### config.mk
export PLATFORM = sky130hd
export DESIGN_NAME = ppu_port
export DESIGN_NICKNAME = d
export VERILOG_FILES = /design/src/logic/ppu_pkg.sv /design/src/logic/ppu_sync_if.sv /design/src/logic/ppu_pin_sync.sv /design/src/logic/ppu_port.sv
export SDC_FILE = /design/constraint.sdc
export NUM_CORES = 1
export LEC_CHECK = 0
export ABC_AREA = 1
export BUFFER_PORTS_ARGS = -buffer_cell sky130_fd_sc_hd__buf_2
export CORE_UTILIZATION = 49
export CTS_CLUSTER_DIAMETER = 150
export DETAILED_ROUTE_END_ITERATION = 12
export HOLD_SLACK_MARGIN = 0.02
export PLACE_DENSITY = 0.76
export SLEW_MARGIN = 30
export SYNTH_ARGS = -nofsm -noshare
export SYNTH_HDL_FRONTEND = slang
export SYNTH_SLANG_ARGS = --single-unit
### constraint.sdc
create_clock -name clk_sys -period 2.35 [get_ports clk_sys]
set_input_delay 0.235 -clock clk_sys [delete_from_list [all_inputs] [get_ports clk_sys]]
set_output_delay 0.235 -clock clk_sys [all_outputs]
set_load 0.005 [all_outputs]
### src/logic/ppu_pkg.sv
// Constants and types shared by the parallel port unit files
package ppu_pkg;
	localparam logic [1:0] MODE_ADDR_SLAVE = 2'h1;
	localparam logic [1:0] MODE_MST_SEP = 2'h2;
	localparam logic [1:0] MODE_MST_COMB = 2'h3;
	localparam logic [1:0] MUX_DEMUX = 2'h0;
	localparam logic [1:0] MUX_PART = 2'h1;
	localparam logic [1:0] MUX_FULL = 2'h2;
	localparam logic [1:0] STEP_INC = 2'h1;
	localparam logic [1:0] STEP_DEC = 2'h2;
	localparam logic [1:0] CSF_ONE = 2'h1;
	localparam logic [1:0] CSF_BOTH = 2'h2;
	localparam int NUM_BYTES = 4;
	localparam int PIN_LATCH_LO = 0;
	localparam int PIN_LATCH_HI = 1;
	localparam int PIN_CS1 = 14;
	localparam int PIN_CS2 = 15;
	localparam int HI_CS1 = 6;
	localparam int HI_CS2 = 7;
	localparam int RD_CYCLES = 5;
	localparam int SYNC_W = 13;
	localparam logic [15:0] MASK_ALL = 16'hffff;
	localparam logic [15:0] MASK_NO_CS2 = 16'h7fff;
	localparam logic [15:0] MASK_NO_CS = 16'h3fff;
	localparam logic [15:0] ADDR_RESET = 16'h0000;
	localparam logic [15:0] ADDR_STEP = 16'h0001;
	localparam logic [7:0] BYTE_RESET = 8'h00;
	typedef enum logic [2:0] {
		M_IDLE,
		M_ADDR_LO,
		M_ADDR_HI,
		M_DATA_LO,
		M_DATA_HI
	} ppu_mst_state_type;
endpackage

### src/logic/ppu_sync_if.sv
// Synchronised slave-side pin levels
interface ppu_sync_if;
	logic cs;
	logic rd;
	logic wr;
	logic [1:0] addr;
	logic [7:0] data;
	modport src(output cs, rd, wr, addr, data);
	modport dst(input cs, rd, wr, addr, data);
endinterface

### src/logic/ppu_pin_sync.sv
// Two-stage synchronisers for the host-driven pins
module ppu_pin_sync (
	// Clock and reset
	input wire logic clk_sys,
	input wire logic srst,
	// Raw pins
	input wire logic slave_select,
	input wire logic read_strobe_in,
	input wire logic write_strobe_in,
	input wire logic [1:0] slave_addr_inputs,
	input wire logic [7:0] port_data_in,
	// Synchronised levels
	ppu_sync_if.src sy
);
	logic [ppu_pkg::SYNC_W-1:0] raw;
	logic [ppu_pkg::SYNC_W-1:0] meta;
	logic [ppu_pkg::SYNC_W-1:0] held;

	assign raw = {slave_select, read_strobe_in, write_strobe_in, slave_addr_inputs, port_data_in};

	for (genvar g = 0; g < ppu_pkg::SYNC_W; g++) begin : g_bit
		always_ff @(posedge clk_sys) begin
			if (srst) begin
				meta[g] <= 1'b0;
				held[g] <= 1'b0;
			end else begin
				meta[g] <= raw[g];
				held[g] <= meta[g];
			end
		end
	end

	assign sy.cs = held[12];
	assign sy.rd = held[11];
	assign sy.wr = held[10];
	assign sy.addr = held[9:8];
	assign sy.data = held[7:0];
endmodule

### src/logic/ppu_port.sv
// Parallel port unit: addressable slave buffers and bus master
// Overview of operation
// - Slave mode 01 uses two address inputs to pick one of four bytes.
// - Address 00..11 maps to buffer bytes 0..3, in and out alike.
// - Select plus read drives the addressed output byte onto the data bus.
// - Host read sets byte empty flag; all four empty sets aggregate flag.
// - Reading an already empty output byte raises the underflow flag.
// - Select plus write captures the data bus into the addressed input byte.
// - Host write sets byte full flag; all four full sets aggregate flag.
// - Write to a full input byte raises overflow and drops the byte.
// - Master operation needs unit enable and mode 10 or 11.
// - Pin enable bits route functions to pins, else pins stay general I/O.
// - An enabled address pin drives its master address bit.
// - Address pin enables 0 and 1 also gate the latch strobes.
// - Mode 11 drives direction plus enable; mode 10 separate read/write.
// - Each control output has its polarity; shared pins share one bit.
// - Wide words go low byte first, byte strobe during the high byte.
// - Mux 00 keeps address only on the dedicated address pins.
// - Mux 01 adds a cycle with low address on data, latch-low active.
// - Mux 10 adds low then high address cycles with their latch strobes.
// - Chip-select positions read zero in the multiplexed high address byte.
// - Two chip selects share the top address bits, set by a 2-bit field.
// - Address steps up or down once per finished access as busy drops.
// - Chip-select bits hold during stepping; plain address bits count.
// - Encoding 10 is separate strobes; 11 is direction plus enable.
// - Function 10 makes both top bits selects, 01 only the top one.
module ppu_port #(
	parameter int MST_RD_CYCLES = ppu_pkg::RD_CYCLES
) (
	// Clock and reset
	input wire logic clk_sys,
	input wire logic srst,
	// Configuration
	input wire logic port_unit_enable,
	input wire logic [1:0] port_mode,
	input wire logic wide_data_select,
	input wire logic [1:0] addr_mux_select,
	input wire logic [1:0] addr_step_mode,
	input wire logic [1:0] cs_func,
	input wire logic byte_en_pin_enable,
	input wire logic write_pin_enable,
	input wire logic read_pin_enable,
	input wire logic [15:0] addr_pin_enables,
	// Polarity, 1 means active high
	input wire logic pol_read,
	input wire logic pol_write,
	input wire logic pol_be,
	input wire logic pol_latch,
	input wire logic pol_cs1,
	input wire logic pol_cs2,
	// Software buffer access and status
	input wire logic sw_out_wr,
	input wire logic sw_in_rd,
	input wire logic [1:0] sw_index,
	input wire logic [7:0] sw_wdata,
	output logic [7:0] sw_rdata,
	output logic [3:0] out_byte_empty_flag,
	output logic out_all_empty_flag,
	output logic [3:0] in_byte_full_flag,
	output logic in_all_full_flag,
	output logic out_underflow_flag,
	output logic in_overflow_flag,
	input wire logic clr_underflow,
	input wire logic clr_overflow,
	// Master requests
	input wire logic addr_load,
	input wire logic [15:0] addr_load_value,
	input wire logic mst_start,
	input wire logic mst_write,
	input wire logic [15:0] mst_wdata,
	output logic [15:0] mst_rdata,
	output logic [15:0] master_address_reg,
	output logic busy,
	// Slave inputs
	input wire logic slave_select,
	input wire logic [1:0] slave_addr_inputs,
	// Read and write pins
	input wire logic read_strobe_in,
	output logic read_strobe_out,
	output logic read_strobe_oe_n,
	input wire logic write_strobe_in,
	output logic write_strobe_out,
	output logic write_strobe_oe_n,
	// Data bus
	input wire logic [7:0] port_data_in,
	output logic [7:0] port_data_out,
	output logic port_data_oe_n,
	// Byte strobe and address pins
	output logic high_byte_strobe,
	output logic high_byte_oe_n,
	output logic [15:0] addr_pin_out,
	output logic [15:0] addr_pin_oe_n
);
	if (MST_RD_CYCLES < 3 || MST_RD_CYCLES > 8) begin : g_bad_rd
		$error("MST_RD_CYCLES must lie in 3..8");
	end

	function automatic logic act(input logic pol, input logic on);
		return pol ? on : !on;
	endfunction

	ppu_sync_if sy();

	ppu_pin_sync u_sync (
		.clk_sys(clk_sys),
		.srst(srst),
		.slave_select(slave_select),
		.read_strobe_in(read_strobe_in),
		.write_strobe_in(write_strobe_in),
		.slave_addr_inputs(slave_addr_inputs),
		.port_data_in(port_data_in),
		.sy(sy)
	);

	logic master_on;
	logic slave_on;
	assign master_on = port_unit_enable && port_mode[1];
	assign slave_on = port_unit_enable && port_mode == ppu_pkg::MODE_ADDR_SLAVE;

	// Slave strobe edges
	logic rd_act;
	logic wr_act;
	logic rd_q;
	logic wr_q;
	logic rd_ev;
	logic wr_ev;
	logic [1:0] wr_sel;
	logic [7:0] wr_data;
	assign rd_act = sy.cs && sy.rd;
	assign wr_act = sy.cs && sy.wr;
	assign rd_ev = slave_on && rd_act && !rd_q;
	assign wr_ev = slave_on && !wr_act && wr_q;

	always_ff @(posedge clk_sys) begin
		if (srst) begin
			rd_q <= 1'b0;
			wr_q <= 1'b0;
		end else begin
			rd_q <= rd_act;
			wr_q <= wr_act;
		end
	end

	// Data is taken at the strobe's end from the last sample inside it
	always_ff @(posedge clk_sys) begin
		if (srst) begin
			wr_sel <= 2'h0;
			wr_data <= ppu_pkg::BYTE_RESET;
		end else if (wr_act) begin
			wr_sel <= sy.addr;
			wr_data <= sy.data;
		end
	end

	// Buffers and per-byte flags
	logic [7:0] out_buf [ppu_pkg::NUM_BYTES];
	logic [7:0] in_buf [ppu_pkg::NUM_BYTES];

	for (genvar i = 0; i < ppu_pkg::NUM_BYTES; i++) begin : g_byte
		logic rd_hit;
		logic wr_hit;
		logic sw_hit;
		assign rd_hit = rd_ev && sy.addr == 2'(i);
		assign wr_hit = wr_ev && wr_sel == 2'(i);
		assign sw_hit = sw_index == 2'(i);

		always_ff @(posedge clk_sys) begin
			if (srst) begin
				out_buf[i] <= ppu_pkg::BYTE_RESET;
			end else if (sw_out_wr && sw_hit) begin
				out_buf[i] <= sw_wdata;
			end
		end

		// Host read wins over a software refill in the same cycle
		always_ff @(posedge clk_sys) begin
			if (srst) begin
				out_byte_empty_flag[i] <= 1'b1;
			end else if (rd_hit) begin
				out_byte_empty_flag[i] <= 1'b1;
			end else if (sw_out_wr && sw_hit) begin
				out_byte_empty_flag[i] <= 1'b0;
			end
		end

		always_ff @(posedge clk_sys) begin
			if (srst) begin
				in_byte_full_flag[i] <= 1'b0;
				in_buf[i] <= ppu_pkg::BYTE_RESET;
			end else if (wr_hit && !in_byte_full_flag[i]) begin
				in_byte_full_flag[i] <= 1'b1;
				in_buf[i] <= wr_data;
			end else if (sw_in_rd && sw_hit) begin
				in_byte_full_flag[i] <= 1'b0;
			end
		end
	end

	assign out_all_empty_flag = &out_byte_empty_flag;
	assign in_all_full_flag = &in_byte_full_flag;

	always_ff @(posedge clk_sys) begin
		if (srst) begin
			sw_rdata <= ppu_pkg::BYTE_RESET;
		end else if (sw_in_rd) begin
			sw_rdata <= in_buf[sw_index];
		end
	end

	always_ff @(posedge clk_sys) begin
		if (srst) begin
			out_underflow_flag <= 1'b0;
		end else if (rd_ev && out_byte_empty_flag[sy.addr]) begin
			out_underflow_flag <= 1'b1;
		end else if (clr_underflow) begin
			out_underflow_flag <= 1'b0;
		end
	end

	always_ff @(posedge clk_sys) begin
		if (srst) begin
			in_overflow_flag <= 1'b0;
		end else if (wr_ev && in_byte_full_flag[wr_sel]) begin
			in_overflow_flag <= 1'b1;
		end else if (clr_overflow) begin
			in_overflow_flag <= 1'b0;
		end
	end

	// Master sequencer
	ppu_pkg::ppu_mst_state_type st;
	ppu_pkg::ppu_mst_state_type next_st;
	ppu_pkg::ppu_mst_state_type first_st;
	logic [2:0] cnt;
	logic op_write;
	logic [15:0] op_data;
	logic step_done;
	logic last;
	logic start_ok;

	// Reads hold the strobe until pin data has crossed the synchroniser
	assign step_done = op_write || cnt == 3'(MST_RD_CYCLES - 1);
	assign last = (st == ppu_pkg::M_DATA_HI && step_done)
		|| (st == ppu_pkg::M_DATA_LO && step_done && !wide_data_select);
	assign busy = st != ppu_pkg::M_IDLE && !last;
	assign start_ok = master_on && mst_start && !busy;

	always_comb begin
		if (addr_mux_select == ppu_pkg::MUX_PART || addr_mux_select == ppu_pkg::MUX_FULL) begin
			first_st = ppu_pkg::M_ADDR_LO;
		end else begin
			first_st = ppu_pkg::M_DATA_LO;
		end
	end

	always_comb begin
		next_st = st;
		case (st)
			ppu_pkg::M_IDLE: begin
				if (start_ok) begin
					next_st = first_st;
				end
			end
			ppu_pkg::M_ADDR_LO: begin
				if (addr_mux_select == ppu_pkg::MUX_FULL) begin
					next_st = ppu_pkg::M_ADDR_HI;
				end else begin
					next_st = ppu_pkg::M_DATA_LO;
				end
			end
			ppu_pkg::M_ADDR_HI: next_st = ppu_pkg::M_DATA_LO;
			ppu_pkg::M_DATA_LO: begin
				if (step_done && wide_data_select) begin
					next_st = ppu_pkg::M_DATA_HI;
				end else if (last) begin
					next_st = start_ok ? first_st : ppu_pkg::M_IDLE;
				end
			end
			ppu_pkg::M_DATA_HI: begin
				if (last) begin
					next_st = start_ok ? first_st : ppu_pkg::M_IDLE;
				end
			end
			default: next_st = ppu_pkg::M_IDLE;
		endcase
		if (!master_on) begin
			next_st = ppu_pkg::M_IDLE;
		end
	end

	always_ff @(posedge clk_sys) begin
		if (srst) begin
			st <= ppu_pkg::M_IDLE;
		end else begin
			st <= next_st;
		end
	end

	always_ff @(posedge clk_sys) begin
		if (srst || next_st != st || last) begin
			cnt <= 3'h0;
		end else if (st != ppu_pkg::M_IDLE) begin
			cnt <= cnt + 3'h1;
		end
	end

	always_ff @(posedge clk_sys) begin
		if (srst) begin
			op_write <= 1'b0;
			op_data <= 16'h0000;
		end else if (start_ok) begin
			op_write <= mst_write;
			op_data <= mst_wdata;
		end
	end

	always_ff @(posedge clk_sys) begin
		if (srst) begin
			mst_rdata <= 16'h0000;
		end else if (!op_write && cnt == 3'(MST_RD_CYCLES - 1)) begin
			if (st == ppu_pkg::M_DATA_LO) begin
				mst_rdata[7:0] <= sy.data;
			end else if (st == ppu_pkg::M_DATA_HI) begin
				mst_rdata[15:8] <= sy.data;
			end
		end
	end

	// Address counter
	logic [15:0] cnt_mask;
	logic [15:0] stepped;
	logic step_on;
	assign step_on = addr_step_mode == ppu_pkg::STEP_INC || addr_step_mode == ppu_pkg::STEP_DEC;

	always_comb begin
		case (cs_func)
			ppu_pkg::CSF_BOTH: cnt_mask = ppu_pkg::MASK_NO_CS;
			ppu_pkg::CSF_ONE: cnt_mask = ppu_pkg::MASK_NO_CS2;
			default: cnt_mask = ppu_pkg::MASK_ALL;
		endcase
		if (addr_step_mode == ppu_pkg::STEP_INC) begin
			stepped = master_address_reg + ppu_pkg::ADDR_STEP;
		end else begin
			stepped = master_address_reg - ppu_pkg::ADDR_STEP;
		end
	end

	// A load from software takes priority over a step in the same cycle
	always_ff @(posedge clk_sys) begin
		if (srst) begin
			master_address_reg <= ppu_pkg::ADDR_RESET;
		end else if (addr_load && !busy) begin
			master_address_reg <= addr_load_value;
		end else if (last && step_on) begin
			master_address_reg <= (stepped & cnt_mask) | (master_address_reg & ~cnt_mask);
		end
	end

	// Pin drive, registered one cycle behind the sequencer
	logic cs1_on;
	logic cs2_on;
	logic in_data;
	logic [7:0] hi_byte;
	logic [7:0] next_data;
	logic next_data_oe_n;
	logic next_rd;
	logic next_wr;
	logic next_be;
	logic [15:0] next_addr;
	logic [15:0] next_addr_oe_n;
	assign cs2_on = cs_func == ppu_pkg::CSF_BOTH || cs_func == ppu_pkg::CSF_ONE;
	assign cs1_on = cs_func == ppu_pkg::CSF_BOTH;
	assign in_data = st == ppu_pkg::M_DATA_LO || st == ppu_pkg::M_DATA_HI;

	always_comb begin
		hi_byte = master_address_reg[15:8];
		hi_byte[ppu_pkg::HI_CS2] = cs2_on ? 1'b0 : hi_byte[ppu_pkg::HI_CS2];
		hi_byte[ppu_pkg::HI_CS1] = cs1_on ? 1'b0 : hi_byte[ppu_pkg::HI_CS1];
		next_data = ppu_pkg::BYTE_RESET;
		next_data_oe_n = 1'b1;
		next_addr = master_address_reg;
		next_addr_oe_n = master_on ? ~addr_pin_enables : '1;
		next_addr[ppu_pkg::PIN_CS2] = cs2_on ?
			act(pol_cs2, master_address_reg[ppu_pkg::PIN_CS2] && st != ppu_pkg::M_IDLE) :
			master_address_reg[ppu_pkg::PIN_CS2];
		next_addr[ppu_pkg::PIN_CS1] = cs1_on ?
			act(pol_cs1, master_address_reg[ppu_pkg::PIN_CS1] && st != ppu_pkg::M_IDLE) :
			master_address_reg[ppu_pkg::PIN_CS1];
		if (addr_mux_select == ppu_pkg::MUX_PART || addr_mux_select == ppu_pkg::MUX_FULL) begin
			next_addr[ppu_pkg::PIN_LATCH_LO] = act(pol_latch, st == ppu_pkg::M_ADDR_LO);
		end
		if (addr_mux_select == ppu_pkg::MUX_FULL) begin
			next_addr[ppu_pkg::PIN_LATCH_HI] = act(pol_latch, st == ppu_pkg::M_ADDR_HI);
		end
		if (port_mode == ppu_pkg::MODE_MST_COMB) begin
			next_rd = act(pol_read, st != ppu_pkg::M_IDLE && !op_write);
			next_wr = act(pol_write, in_data);
		end else begin
			next_rd = act(pol_read, in_data && !op_write);
			next_wr = act(pol_write, in_data && op_write);
		end
		next_be = act(pol_be, st == ppu_pkg::M_DATA_HI);
		if (master_on) begin
			case (st)
				ppu_pkg::M_ADDR_LO: begin
					next_data = master_address_reg[7:0];
					next_data_oe_n = 1'b0;
				end
				ppu_pkg::M_ADDR_HI: begin
					next_data = hi_byte;
					next_data_oe_n = 1'b0;
				end
				ppu_pkg::M_DATA_LO: begin
					next_data = op_data[7:0];
					next_data_oe_n = !op_write;
				end
				ppu_pkg::M_DATA_HI: begin
					next_data = op_data[15:8];
					next_data_oe_n = !op_write;
				end
				default: next_data_oe_n = 1'b1;
			endcase
		end else if (slave_on && rd_act) begin
			next_data = out_buf[sy.addr];
			next_data_oe_n = 1'b0;
		end
	end

	always_ff @(posedge clk_sys) begin
		if (srst) begin
			port_data_out <= ppu_pkg::BYTE_RESET;
			port_data_oe_n <= 1'b1;
			addr_pin_out <= ppu_pkg::ADDR_RESET;
			addr_pin_oe_n <= '1;
			read_strobe_out <= 1'b0;
			read_strobe_oe_n <= 1'b1;
			write_strobe_out <= 1'b0;
			write_strobe_oe_n <= 1'b1;
			high_byte_strobe <= 1'b0;
			high_byte_oe_n <= 1'b1;
		end else begin
			port_data_out <= next_data;
			port_data_oe_n <= next_data_oe_n;
			addr_pin_out <= next_addr;
			addr_pin_oe_n <= next_addr_oe_n;
			read_strobe_out <= next_rd;
			read_strobe_oe_n <= !(master_on && read_pin_enable);
			write_strobe_out <= next_wr;
			write_strobe_oe_n <= !(master_on && write_pin_enable);
			high_byte_strobe <= next_be;
			high_byte_oe_n <= !(master_on && byte_en_pin_enable);
		end
	end
endmodule

==> results of run 1 <==
-- logic make-up (layout without fill, tap and decap cells) --
family / Yosys count / count (layout)
xor gates and xnor gates: 16 / 16
DFF: 222 / 222
and+or+nand+nor: 447 / 447
buffers and inverters: 175 / 449
adders and majority gates: 20 / 20
AOI/OAI and AO/OA: 209 / 209
-- cells in the mapped netlist (all sizes together), types with 2 or more instances --
master	instances
a21o	2
a21oi	50
a22o	6
a22oi	26
a311oi	2
a31oi	9
buf	26
clkbuf	22
clkinv	3
dfxtp	158
edfxtp	64
ha	19
inv	124
nand2	156
nand3	57
nand4	2
nor2	216
nor3	10
o2111ai	2
o211ai	5
o21ai	88
o221ai	4
o22ai	8
o31ai	2
or2	5
xnor2	6
xor2	10
-- tightest hold or removal path: cells and delay by family --
kind	cells	cell delay, ns
and+or+nand+nor	1	0.09
AOI/OAI and AO/OA	1	0.09
buffers and inverters	1	0.08
-- final timing paths --
path                              start  slack (ns)                                 end  cells past startpoint
max                 cnt[0]$_SDFFE_PP0N_        0.14  master_address_reg[4]$_SDFFE_PP0P_                     12
min                        mst_wdata[6]        0.03             op_data[6]$_SDFFE_PP0N_                      3
max reg2reg         cnt[0]$_SDFFE_PP0N_        0.14  master_address_reg[4]$_SDFFE_PP0P_                     12
min reg2reg  u_sync.meta[10]$_SDFF_PP0_        0.40             u_sync.sy.wr$_SDFF_PP0_                      2
-- timing repair --
| item | 4_1_cts | 5_1_grt |
|---|---|---|
| gates resized for setup | 0 | 2 |
| hold buffers | 55 | 0 |
| setup endpoints to repair | 0 | 1 |
| endpoints found under the hold margin | 55 | 0 |
-- metrics by stage --
| stage | setup slack, ns | instance area [µm²] | hold WS (ns) |
|---|---|---|---|
| after floorplan | 0.1544 | 9318 | 0.3050 |
| after global placement | -0.001550 | 10530 | 0.3922 |
| after detailed placement | -0.05955 | 10530 | 0.3936 |
| after CTS | 0.1810 | 11900 | 0.02527 |
| after global routing | 0.006018 | 11910 | 0.02123 |
| final | 0.1409 | 11910 | 0.02979 |
-- cell usage in the layout (no fill, tap or decap), types with 5 or more instances in the layout --
cell and n:
nand3_1 52, dfxtp_1 158, o21ai_1 7, a21oi_1 50
o21ai_0 81, nor2_1 211, ha_1 19, clkbuf_1 5
a22o_1 6, nand2_2 6, clkbuf_16 26, dlygate4sd3_1 55
xor2_1 10, clkbuf_8 5, xnor2_1 6, a22oi_1 26
o22ai_1 7, a31oi_1 9, buf_4 25, inv_2 9
nand2_1 149, nor3_1 8, edfxtp_1 64, inv_1 115
buf_2 198, o211ai_1 5
-- cell type report --
type	instances	area, µm²
clock buffer	36	738.2
clock inverter	8	75.07
fill	1594	6738
inverter	127	480.5
multi-input combinational	692	3505
sequential	222	5085
tap	234	292.8
timing repair buffer	278	1729
-- power groups by stage --
stage	sequential (µW)	combinational (µW)	clock (µW)
floorplan	4260	629	0
global placement	4280	942	0
detailed placement	4280	956	0
CTS	4200	1030	3840
global route	4210	1160	4010
finish	4200	1050	3800
-- metal layers --
layer  part of all wire, %  vias up  GRT usage, %
met5                     0        -             0
met4                   2.5        0         6.940
met3                   8.4       47         5.470
met2                    44      325         40.42
met1                    45     3806         35.24
li1                      -     4089             -
==> flow_summary.json, run 1 <==
{
  "outcome": "completed",
  "path_cells": "inv_1 > ha_1 > nand2_1 > nand2_2 > nand3_1 > nand3_4 > nand2_1 > inv_1 > nand2_1 > o221ai_1 > nand2_1 > inv_1",
  "grt_pass1_wl_um": 39560,
  "clk_pin_slew_worst_paths_ns": 0.06,
  "synth_top_family_by_area": "simple AND/OR/NAND/NOR gates",
  "ys_seq_area_share_pct": 54.57,
  "worstMarginPinSlew_ns": 0.8211,
  "io_pins": 199,
  "drive_above_1_share_pct": 21.72,
  "globalplace.congestion": 0.9103,
  "synth_cell_types": 47,
  "netSwitchingPower_uw": 2206,
  "setup_viol_count_final": 0,
  "fp-row-count": 50,
  "synthesis.area_um2": 9318,
  "p_leak_uw": 0.005400,
  "detail_route.vias_per_cell": 5.177,
  "synth-seq-cells": 222,
  "fin_crit_ns": 2.209,
  "cpPeakStageDelay_ns": 0.33,
  "maxCapViolations": 0,
  "cp.arrival_ns": 2.62,
  "reg_top3": "in_buf: 32 flops, out_buf: 32 flops",
  "drt_iter0_markers": 634,
  "dp.cells": 1498,
  "syn_inst": 1089,
  "synthTopCellsByArea": "dfxtp_1 34%, edfxtp_1 21%, nor2_1 8.5%, nand2_1 6.0%, inv_1 4.7%",
  "syn-mean-instance-area_um2": 8.556,
  "n_antenna_cell": 0,
  "post-route-period-util_pct": 94.00,
  "overflow": 0,
  "path_class": "reg2reg",
  "start_util_pct": 49.98,
  "power_uw": 9041,
  "netSwitchingFraction_pct": 24.39,
  "crit_path_top_delay_cell": "dfxtp_1",
  "slew-limit-headroom_pct": 44.89,
  "synth-async-reset-ratio_pct": 0,
  "wl_per_cell_um": 15.66,
  "fp.dieW_um": 139.9,
  "fmax_mhz": 452.7,
  "clk_latency_ns": 0.51,
  "rsz0062_at_grt": "no",
  "wl_um": 25000,
  "layout.nets": 1464,
  "final-hold-violation-count": 0,
  "grt_pass1_vias": 7814,
  "p_clk_share_pct": 42.0,
  "cts_setup_buffers": 0,
  "hold_class": "in2reg",
  "cts.path.max_buffers": 3,
  "ant_nets": 0,
  "intPower_uw": 6835,
  "setup.worst_path.end_class": "flip-flop",
  "cts_sinks": 222,
  "irDropWorstVdd_v": 0.0006808,
  "critical-path-top-delay-family": "simple AND/OR/NAND/NOR gates",
  "io_buffers": 198,
  "crit_path_max_fanout": 11,
  "cts_tree": "built",
  "synth_top_cell_by_area": "dfxtp_1",
  "area_growth_pct": 27.77,
  "finClkSkew_ns": 0.01891,
  "root_buffer": "clkbuf_16",
  "synthAdderAreaFrac_pct": 2.766,
  "grt_use_total_pct": 25.48,
  "finalNonFillerCells": 1597,
  "timing.critical_path.mode_cell": "nand2_1",
  "powerDensity_nw_per_um2": 759.4,
  "synth_edf_count": 64,
  "grt_max_degree": 34,
  "hpwl_um": 17640,
  "synth-simple-area-share_pct": 20.02,
  "maxSlewViolCount": 0,
  "ys_warn_count": 0,
  "seq_power_share_pct": 46.4,
  "synth_xor_area_share_pct": 1.504,
  "critPathLaunchType": "flip-flop",
  "drc": 0,
  "drt-pass1-iter-count": 5,
  "muxShareOfSynthArea_pct": 0,
  "yosysTopAreaCellShare_pct": 33.95,
  "cp.required_ns": 2.76,
  "numCtsBuffers": 24,
  "die_area_um2": 19570,
  "syn_nets": 1208,
  "vias": 8267,
  "antenna_found_initial": 0,
  "setup_tns_ns": 0,
  "htreeDepth": 1,
  "core_area_um2": 18640,
  "die_height_um": 139.9,
  "combPwrFrac_pct": 11.6,
  "ys.flop_type": "dfxtp_1",
  "path_buf_inv": 3,
  "synth-compound-area-share_pct": 13.24,
  "fin_util_pct": 63.86
}
Note: power is estimated with default switching activity, not from simulation.
==> inputs of run 2 (changes only) <==
--- a/config.mk
+++ b/config.mk
@@ -11,7 +11,7 @@
 export CTS_CLUSTER_DIAMETER = 150
 export DETAILED_ROUTE_END_ITERATION = 12
 export HOLD_SLACK_MARGIN = 0.02
-export PLACE_DENSITY = 0.76
+export PLACE_DENSITY = 0.83
 export SLEW_MARGIN = 30
 export SYNTH_ARGS = -nofsm -noshare
 export SYNTH_HDL_FRONTEND = slang
==> run 2 against run 1 <==
Net effect: global-route usage shrank 0.38 points; sequential power is essentially flat; clock skew is 0.0029 ns lower; largest cell class unchanged; largest power group unchanged.
==> flow_summary.json, run 2 (same netlist as run 1, synthesis figures left out) <==
{
  "globalplace.congestion": 0.9115,
  "root_buffer": "clkbuf_16",
  "post-route-period-util_pct": 92.97,
  "clk_latency_ns": 0.51,
  "fp-row-count": 50,
  "vias": 8304,
  "combPwrFrac_pct": 11.7,
  "outcome": "completed",
  "layout.nets": 1466,
  "setup_viol_count_final": 0,
  "overflow": 0,
  "grt_use_total_pct": 25.09,
  "netSwitchingPower_uw": 2139,
  "fin_util_pct": 63.63,
  "maxSlewViolCount": 0,
  "maxCapViolations": 0,
  "p_leak_uw": 0.005396,
  "cts.path.max_buffers": 3,
  "multi_input_area_um2": 3500,
  "drt-pass1-iter-count": 5,
  "critPathLaunchType": "flip-flop",
  "io_pins": 199,
  "reg2reg_slack_ns": 0.17,
  "hpwl_um": 17670,
  "worstMarginPinSlew_ns": 0.7049,
  "cts_tree": "built",
  "final-hold-violation-count": 0,
  "p_clk_share_pct": 41.0,
  "grt_max_degree": 37,
  "finClkSkew_ns": 0.01600,
  "grt_pass1_wl_um": 39240,
  "fin_crit_ns": 2.185,
  "irDropWorstVdd_v": 0.0005263,
  "rsz0062_at_grt": "no",
  "seqCellArea_um2": 5085,
  "detail_route.vias_per_cell": 5.200,
  "hold_class": "in2reg",
  "start_util_pct": 49.98,
  "wl_per_cell_um": 15.45,
  "design_area_um2": 11860,
  "fmax_mhz": 457.7,
  "antenna_found_initial": 0,
  "layout_common_cells": "211 x nor2_1, 198 x buf_2, 158 x dfxtp_1, 149 x nand2_1, 116 x inv_1",
  "crit_path_max_fanout": 7,
  "ant_nets": 0,
  "seq_power_share_pct": 47.3,
  "htreeDepth": 1,
  "cp.arrival_ns": 2.62,
  "setup.worst_path.end_class": "flip-flop",
  "cts_sinks": 222,
  "area_growth_pct": 27.31,
  "dp.cells": 1499,
  "slew-limit-headroom_pct": 52.95,
  "final_common_cell": "nor2_1",
  "numCtsBuffers": 24,
  "io_buffers": 198,
  "drive_above_1_share_pct": 21.37,
  "nFillCells": 1583,
  "clk_pin_slew_worst_paths_ns": 0.06,
  "cp.required_ns": 2.79,
  "intPower_uw": 6733,
  "die_height_um": 139.9,
  "reg_top3": "in_buf: 32 flops, out_buf: 32 flops",
  "netSwitchingFraction_pct": 24.11,
  "powerDensity_nw_per_um2": 747.9,
  "core_area_um2": 18640,
  "drc": 0,
  "grt_pass1_vias": 7943,
  "fp.dieW_um": 139.9,
  "place_area_um2": 10540,
  "finalNonFillerCells": 1597,
  "path_class": "reg2reg",
  "wl_um": 24670,
  "drt_iter0_markers": 814,
  "die_area_um2": 19570
}
-- run 2: path summary, 6_finish.rpt --
kind / from / to / cells past startpoint
max: cnt[0]$_SDFFE_PP0N_ / master_address_reg[12]$_SDFFE_PP0P_ / 12
min: mst_wdata[7] / op_data[7]$_SDFFE_PP0N_ / 3
max reg2reg: cnt[0]$_SDFFE_PP0N_ / master_address_reg[12]$_SDFFE_PP0P_ / 12
min reg2reg: u_sync.meta[10]$_SDFF_PP0_ / u_sync.sy.wr$_SDFF_PP0_ / 2
-- run 2: power by group through the flow --
stage | Combinational [µW] | Clock, µW | Sequential [µW]
5_1_grt | 1170 | 3830 | 4210
3_3_place_gp | 938 | 0 | 4270
2_1_floorplan | 629 | 0 | 4260
6_report | 1040 | 3630 | 4200
3_5_place_dp | 953 | 0 | 4280
4_1_cts | 1030 | 3690 | 4200
-- run 2: cell type report --
type                       instances  area share (%)
inverter                         127           4.019
tap                              234           2.468
clock buffer                      37           5.991
sequential                       222           42.86
clock inverter                     4          0.4113
timing repair buffer             280           14.72
multi-input combinational        692           29.50
antenna                            1         0.02109
-- run 2: critical path, cell delays in order, from the launching register on --
cell and delay, ns:
dfxtp_1 0.31, inv_1 0.09, ha_1 0.17, nand2_1 0.10
nand2_2 0.14, nand3_1 0.17, nand2_1 0.24, nand2_1 0.13
nand2_2 0.16, nand2_1 0.10, inv_2 0.17, o21ai_0 0.19
o21ai_1 0.16
-- run 2: stage by stage --
stage	setup TNS, ns	power [µW]	setup slack [ns]	hold WS (ns)
2_1_floorplan	0	4884	0.1544	0.3050
3_3_place_gp	-0.09421	5213	-0.03745	0.3917
3_5_place_dp	-0.4715	5232	-0.1111	0.3931
4_1_cts	0	8916	0.2211	0.02084
5_1_grt	0	9212	0.1001	0.04238
6_report	0	8872	0.1653	0.03696
-- run 2: what timing repair did --
action,in CTS,in global routing
resized for setup,0,0
hold buffers,56,0
setup endpoints to repair,0,0
endpoints found under the hold margin,56,0
buffers inserted,0,0
-- run 2: metal layers --
layer	global-route usage [%]	up-vias	share of wire [%]
li1	-	4096	-
met1	33.59	3771	43
met2	40.55	373	46
met3	4.376	64	7.9
met4	9.774	0	3.2
met5	0	-	0
==> inputs of run 3 (changes only) <==
--- a/config.mk
+++ b/config.mk
@@ -8,10 +8,11 @@
 export ABC_AREA = 1
 export BUFFER_PORTS_ARGS = -buffer_cell sky130_fd_sc_hd__buf_2
 export CORE_UTILIZATION = 49
-export CTS_CLUSTER_DIAMETER = 150
+export CTS_CLUSTER_DIAMETER = 40
 export DETAILED_ROUTE_END_ITERATION = 12
+export GPL_TIMING_DRIVEN = 0
 export HOLD_SLACK_MARGIN = 0.02
-export PLACE_DENSITY = 0.83
+export PLACE_DENSITY = 0.76
 export SLEW_MARGIN = 30
 export SYNTH_ARGS = -nofsm -noshare
 export SYNTH_HDL_FRONTEND = slang
==> run 3 against run 2 <==
Net effect: maximum frequency fell by 3.9%; register-to-register slack barely moved; sequential power barely moved; non-clock buffer count rose by 31; clock power rose by 29%; worst setup slack got worse by 0.088 ns; combinational power rose by 6%; clock skew fell by 0.0038 ns; flip-flop and latch count did not move; sequential share of layout area fell by 1.6 points; via count rose by 2.9%.
==> flow_summary.json, run 3 (same netlist as run 1, synthesis figures left out) <==
{
  "nFillCells": 1541,
  "cp.arrival_ns": 2.70,
  "drive_above_1_share_pct": 21.88,
  "die_height_um": 139.9,
  "drt-pass1-iter-count": 5,
  "area_growth_pct": 32.24,
  "slew-limit-headroom_pct": 36.27,
  "fp-row-count": 50,
  "maxCapViolations": 0,
  "place_ws_ns": -0.3683,
  "die_area_um2": 19570,
  "core_area_um2": 18640,
  "clk_latency_ns": 0.54,
  "io_buffers": 197,
  "dp.cells": 1520,
  "drc": 0,
  "place_area_um2": 10600,
  "cts_tree": "built",
  "worstMarginPinSlew_ns": 0.9496,
  "hold_class": "in2reg",
  "p_leak_uw": 0.005592,
  "layout.nets": 1503,
  "layout_common_cells": "212 x nor2_1, 200 x buf_2, 158 x dfxtp_1, 149 x nand2_1, 115 x inv_1",
  "maxSlewViolCount": 0,
  "wl_um": 26640,
  "reg_top3": "in_buf: 32 flops, out_buf: 32 flops",
  "globalplace.congestion": 0.9227,
  "grt_max_degree": 16,
  "grt_pass1_vias": 8029,
  "fp.dieW_um": 139.9,
  "critPathLaunchType": "primary input",
  "finalNonFillerCells": 1642,
  "path_class": "in2reg",
  "ant_nets": 0,
  "fin_util_pct": 66.09,
  "start_util_pct": 49.98,
  "hpwl_um": 18630,
  "post-route-period-util_pct": 96.73,
  "setup.worst_path.end_class": "flip-flop",
  "fin_ws_ns": 0.07695,
  "irDropWorstVdd_v": 0.0006303,
  "finClkSkew_ns": 0.01222,
  "vias": 8545,
  "powerDensity_nw_per_um2": 808.4,
  "cts.path.max_buffers": 3,
  "antenna_found_initial": 0,
  "htreeDepth": 1,
  "fmax_mhz": 439.9,
  "fin_crit_ns": 2.273,
  "crit_path_max_fanout": 11,
  "outcome": "completed",
  "setup_viol_count_final": 0,
  "overflow": 0,
  "io_pins": 199,
  "cts_sinks": 222,
  "final_common_cell": "nor2_1",
  "drt_iter0_markers": 773,
  "numCtsBuffers": 30,
  "clk_pin_slew_worst_paths_ns": 0.05,
  "cp.required_ns": 2.78,
  "root_buffer": "clkbuf_16",
  "final-hold-violation-count": 0,
  "grt_pass1_wl_um": 41620,
  "wl_per_cell_um": 16.23,
  "design_area_um2": 12320,
  "n_antenna_cell": 0,
  "grt_use_total_pct": 26.94,
  "detail_route.vias_per_cell": 5.204
}
-- run 3: timing repair --
item,in CTS,in global routing
setup buffers,0,5
resized for setup,0,1
endpoints found under the hold margin,61,0
hold buffers,61,0
setup endpoints to repair,0,3
-- run 3: through the flow --
stage | setup TNS, ns | hold WS [ns] | power, µW
detailed placement | -2.758 | 0.3920 | 5254
global route | -0.01963 | 0.04530 | 10300
global placement | -4.915 | 0.3911 | 5233
CTS | 0 | 0.02071 | 9977
finish | 0 | 0.04022 | 9961
floorplan | 0 | 0.3050 | 4884
-- run 3: worst paths after layout --
path                                       from                                  to  slack [ns]  cells past startpoint
max                           addr_step_mode[1]  master_address_reg[9]$_SDFFE_PP0P_        0.08                     14
min                          addr_load_value[8]  master_address_reg[8]$_SDFFE_PP0P_        0.04                      3
max reg2reg  master_address_reg[2]$_SDFFE_PP0P_  master_address_reg[9]$_SDFFE_PP0P_        0.16                     10
min reg2reg           u_sync.meta[3]$_SDFF_PP0_        u_sync.sy.data[3]$_SDFF_PP0_        0.40                      2
-- run 3: worst max-delay path, stage by stage --
cell and delay (ns):
buf_2 0.09, inv_1 0.05, ha_1 0.23, clkinvlp_4 0.30
ha_1 0.43, a21oi_1 0.14, nand2_1 0.12, a21boi_0 0.41
o21ai_0 0.25, nand2_1 0.15, a21o_1 0.12, nand3_1 0.06
nand2_1 0.08, nand2_1 0.04
-- run 3: layer usage --
| layer | up-vias | global-route usage (%) | wire length [µm] |
|---|---|---|---|
| met1 | 3904 | 36.70 | 11580 |
| met3 | 37 | 5.231 | 2454 |
| met4 | 0 | 6.536 | 460 |
| li1 | 4193 | - | - |
| met5 | - | 0 | 0 |
| met2 | 411 | 44.16 | 12150 |
-- run 3: report_power, final --
part           switching [µW]  leakage [µW]  total [µW]  internal, µW
sequential               85.0       0.00194        4190          4110
clock                    1760      0.000518        4670          2910
combinational             635       0.00314        1100           466
total                    2480       0.00559        9960          7480
-- run 3: final cells by class --
class	instances	area (µm²)	share of cell area, %
Buffer	48	259.0	2.102
Timing Repair Buffer	263	1647	13.36
Tap cell	234	292.8	2.376
Inverter	127	480.5	3.899
Sequential cell	222	5085	41.27
Clock inverter	16	173.9	1.411
Multi-Input combinational cell	692	3497	28.38
Clock buffer	40	887.1	7.199
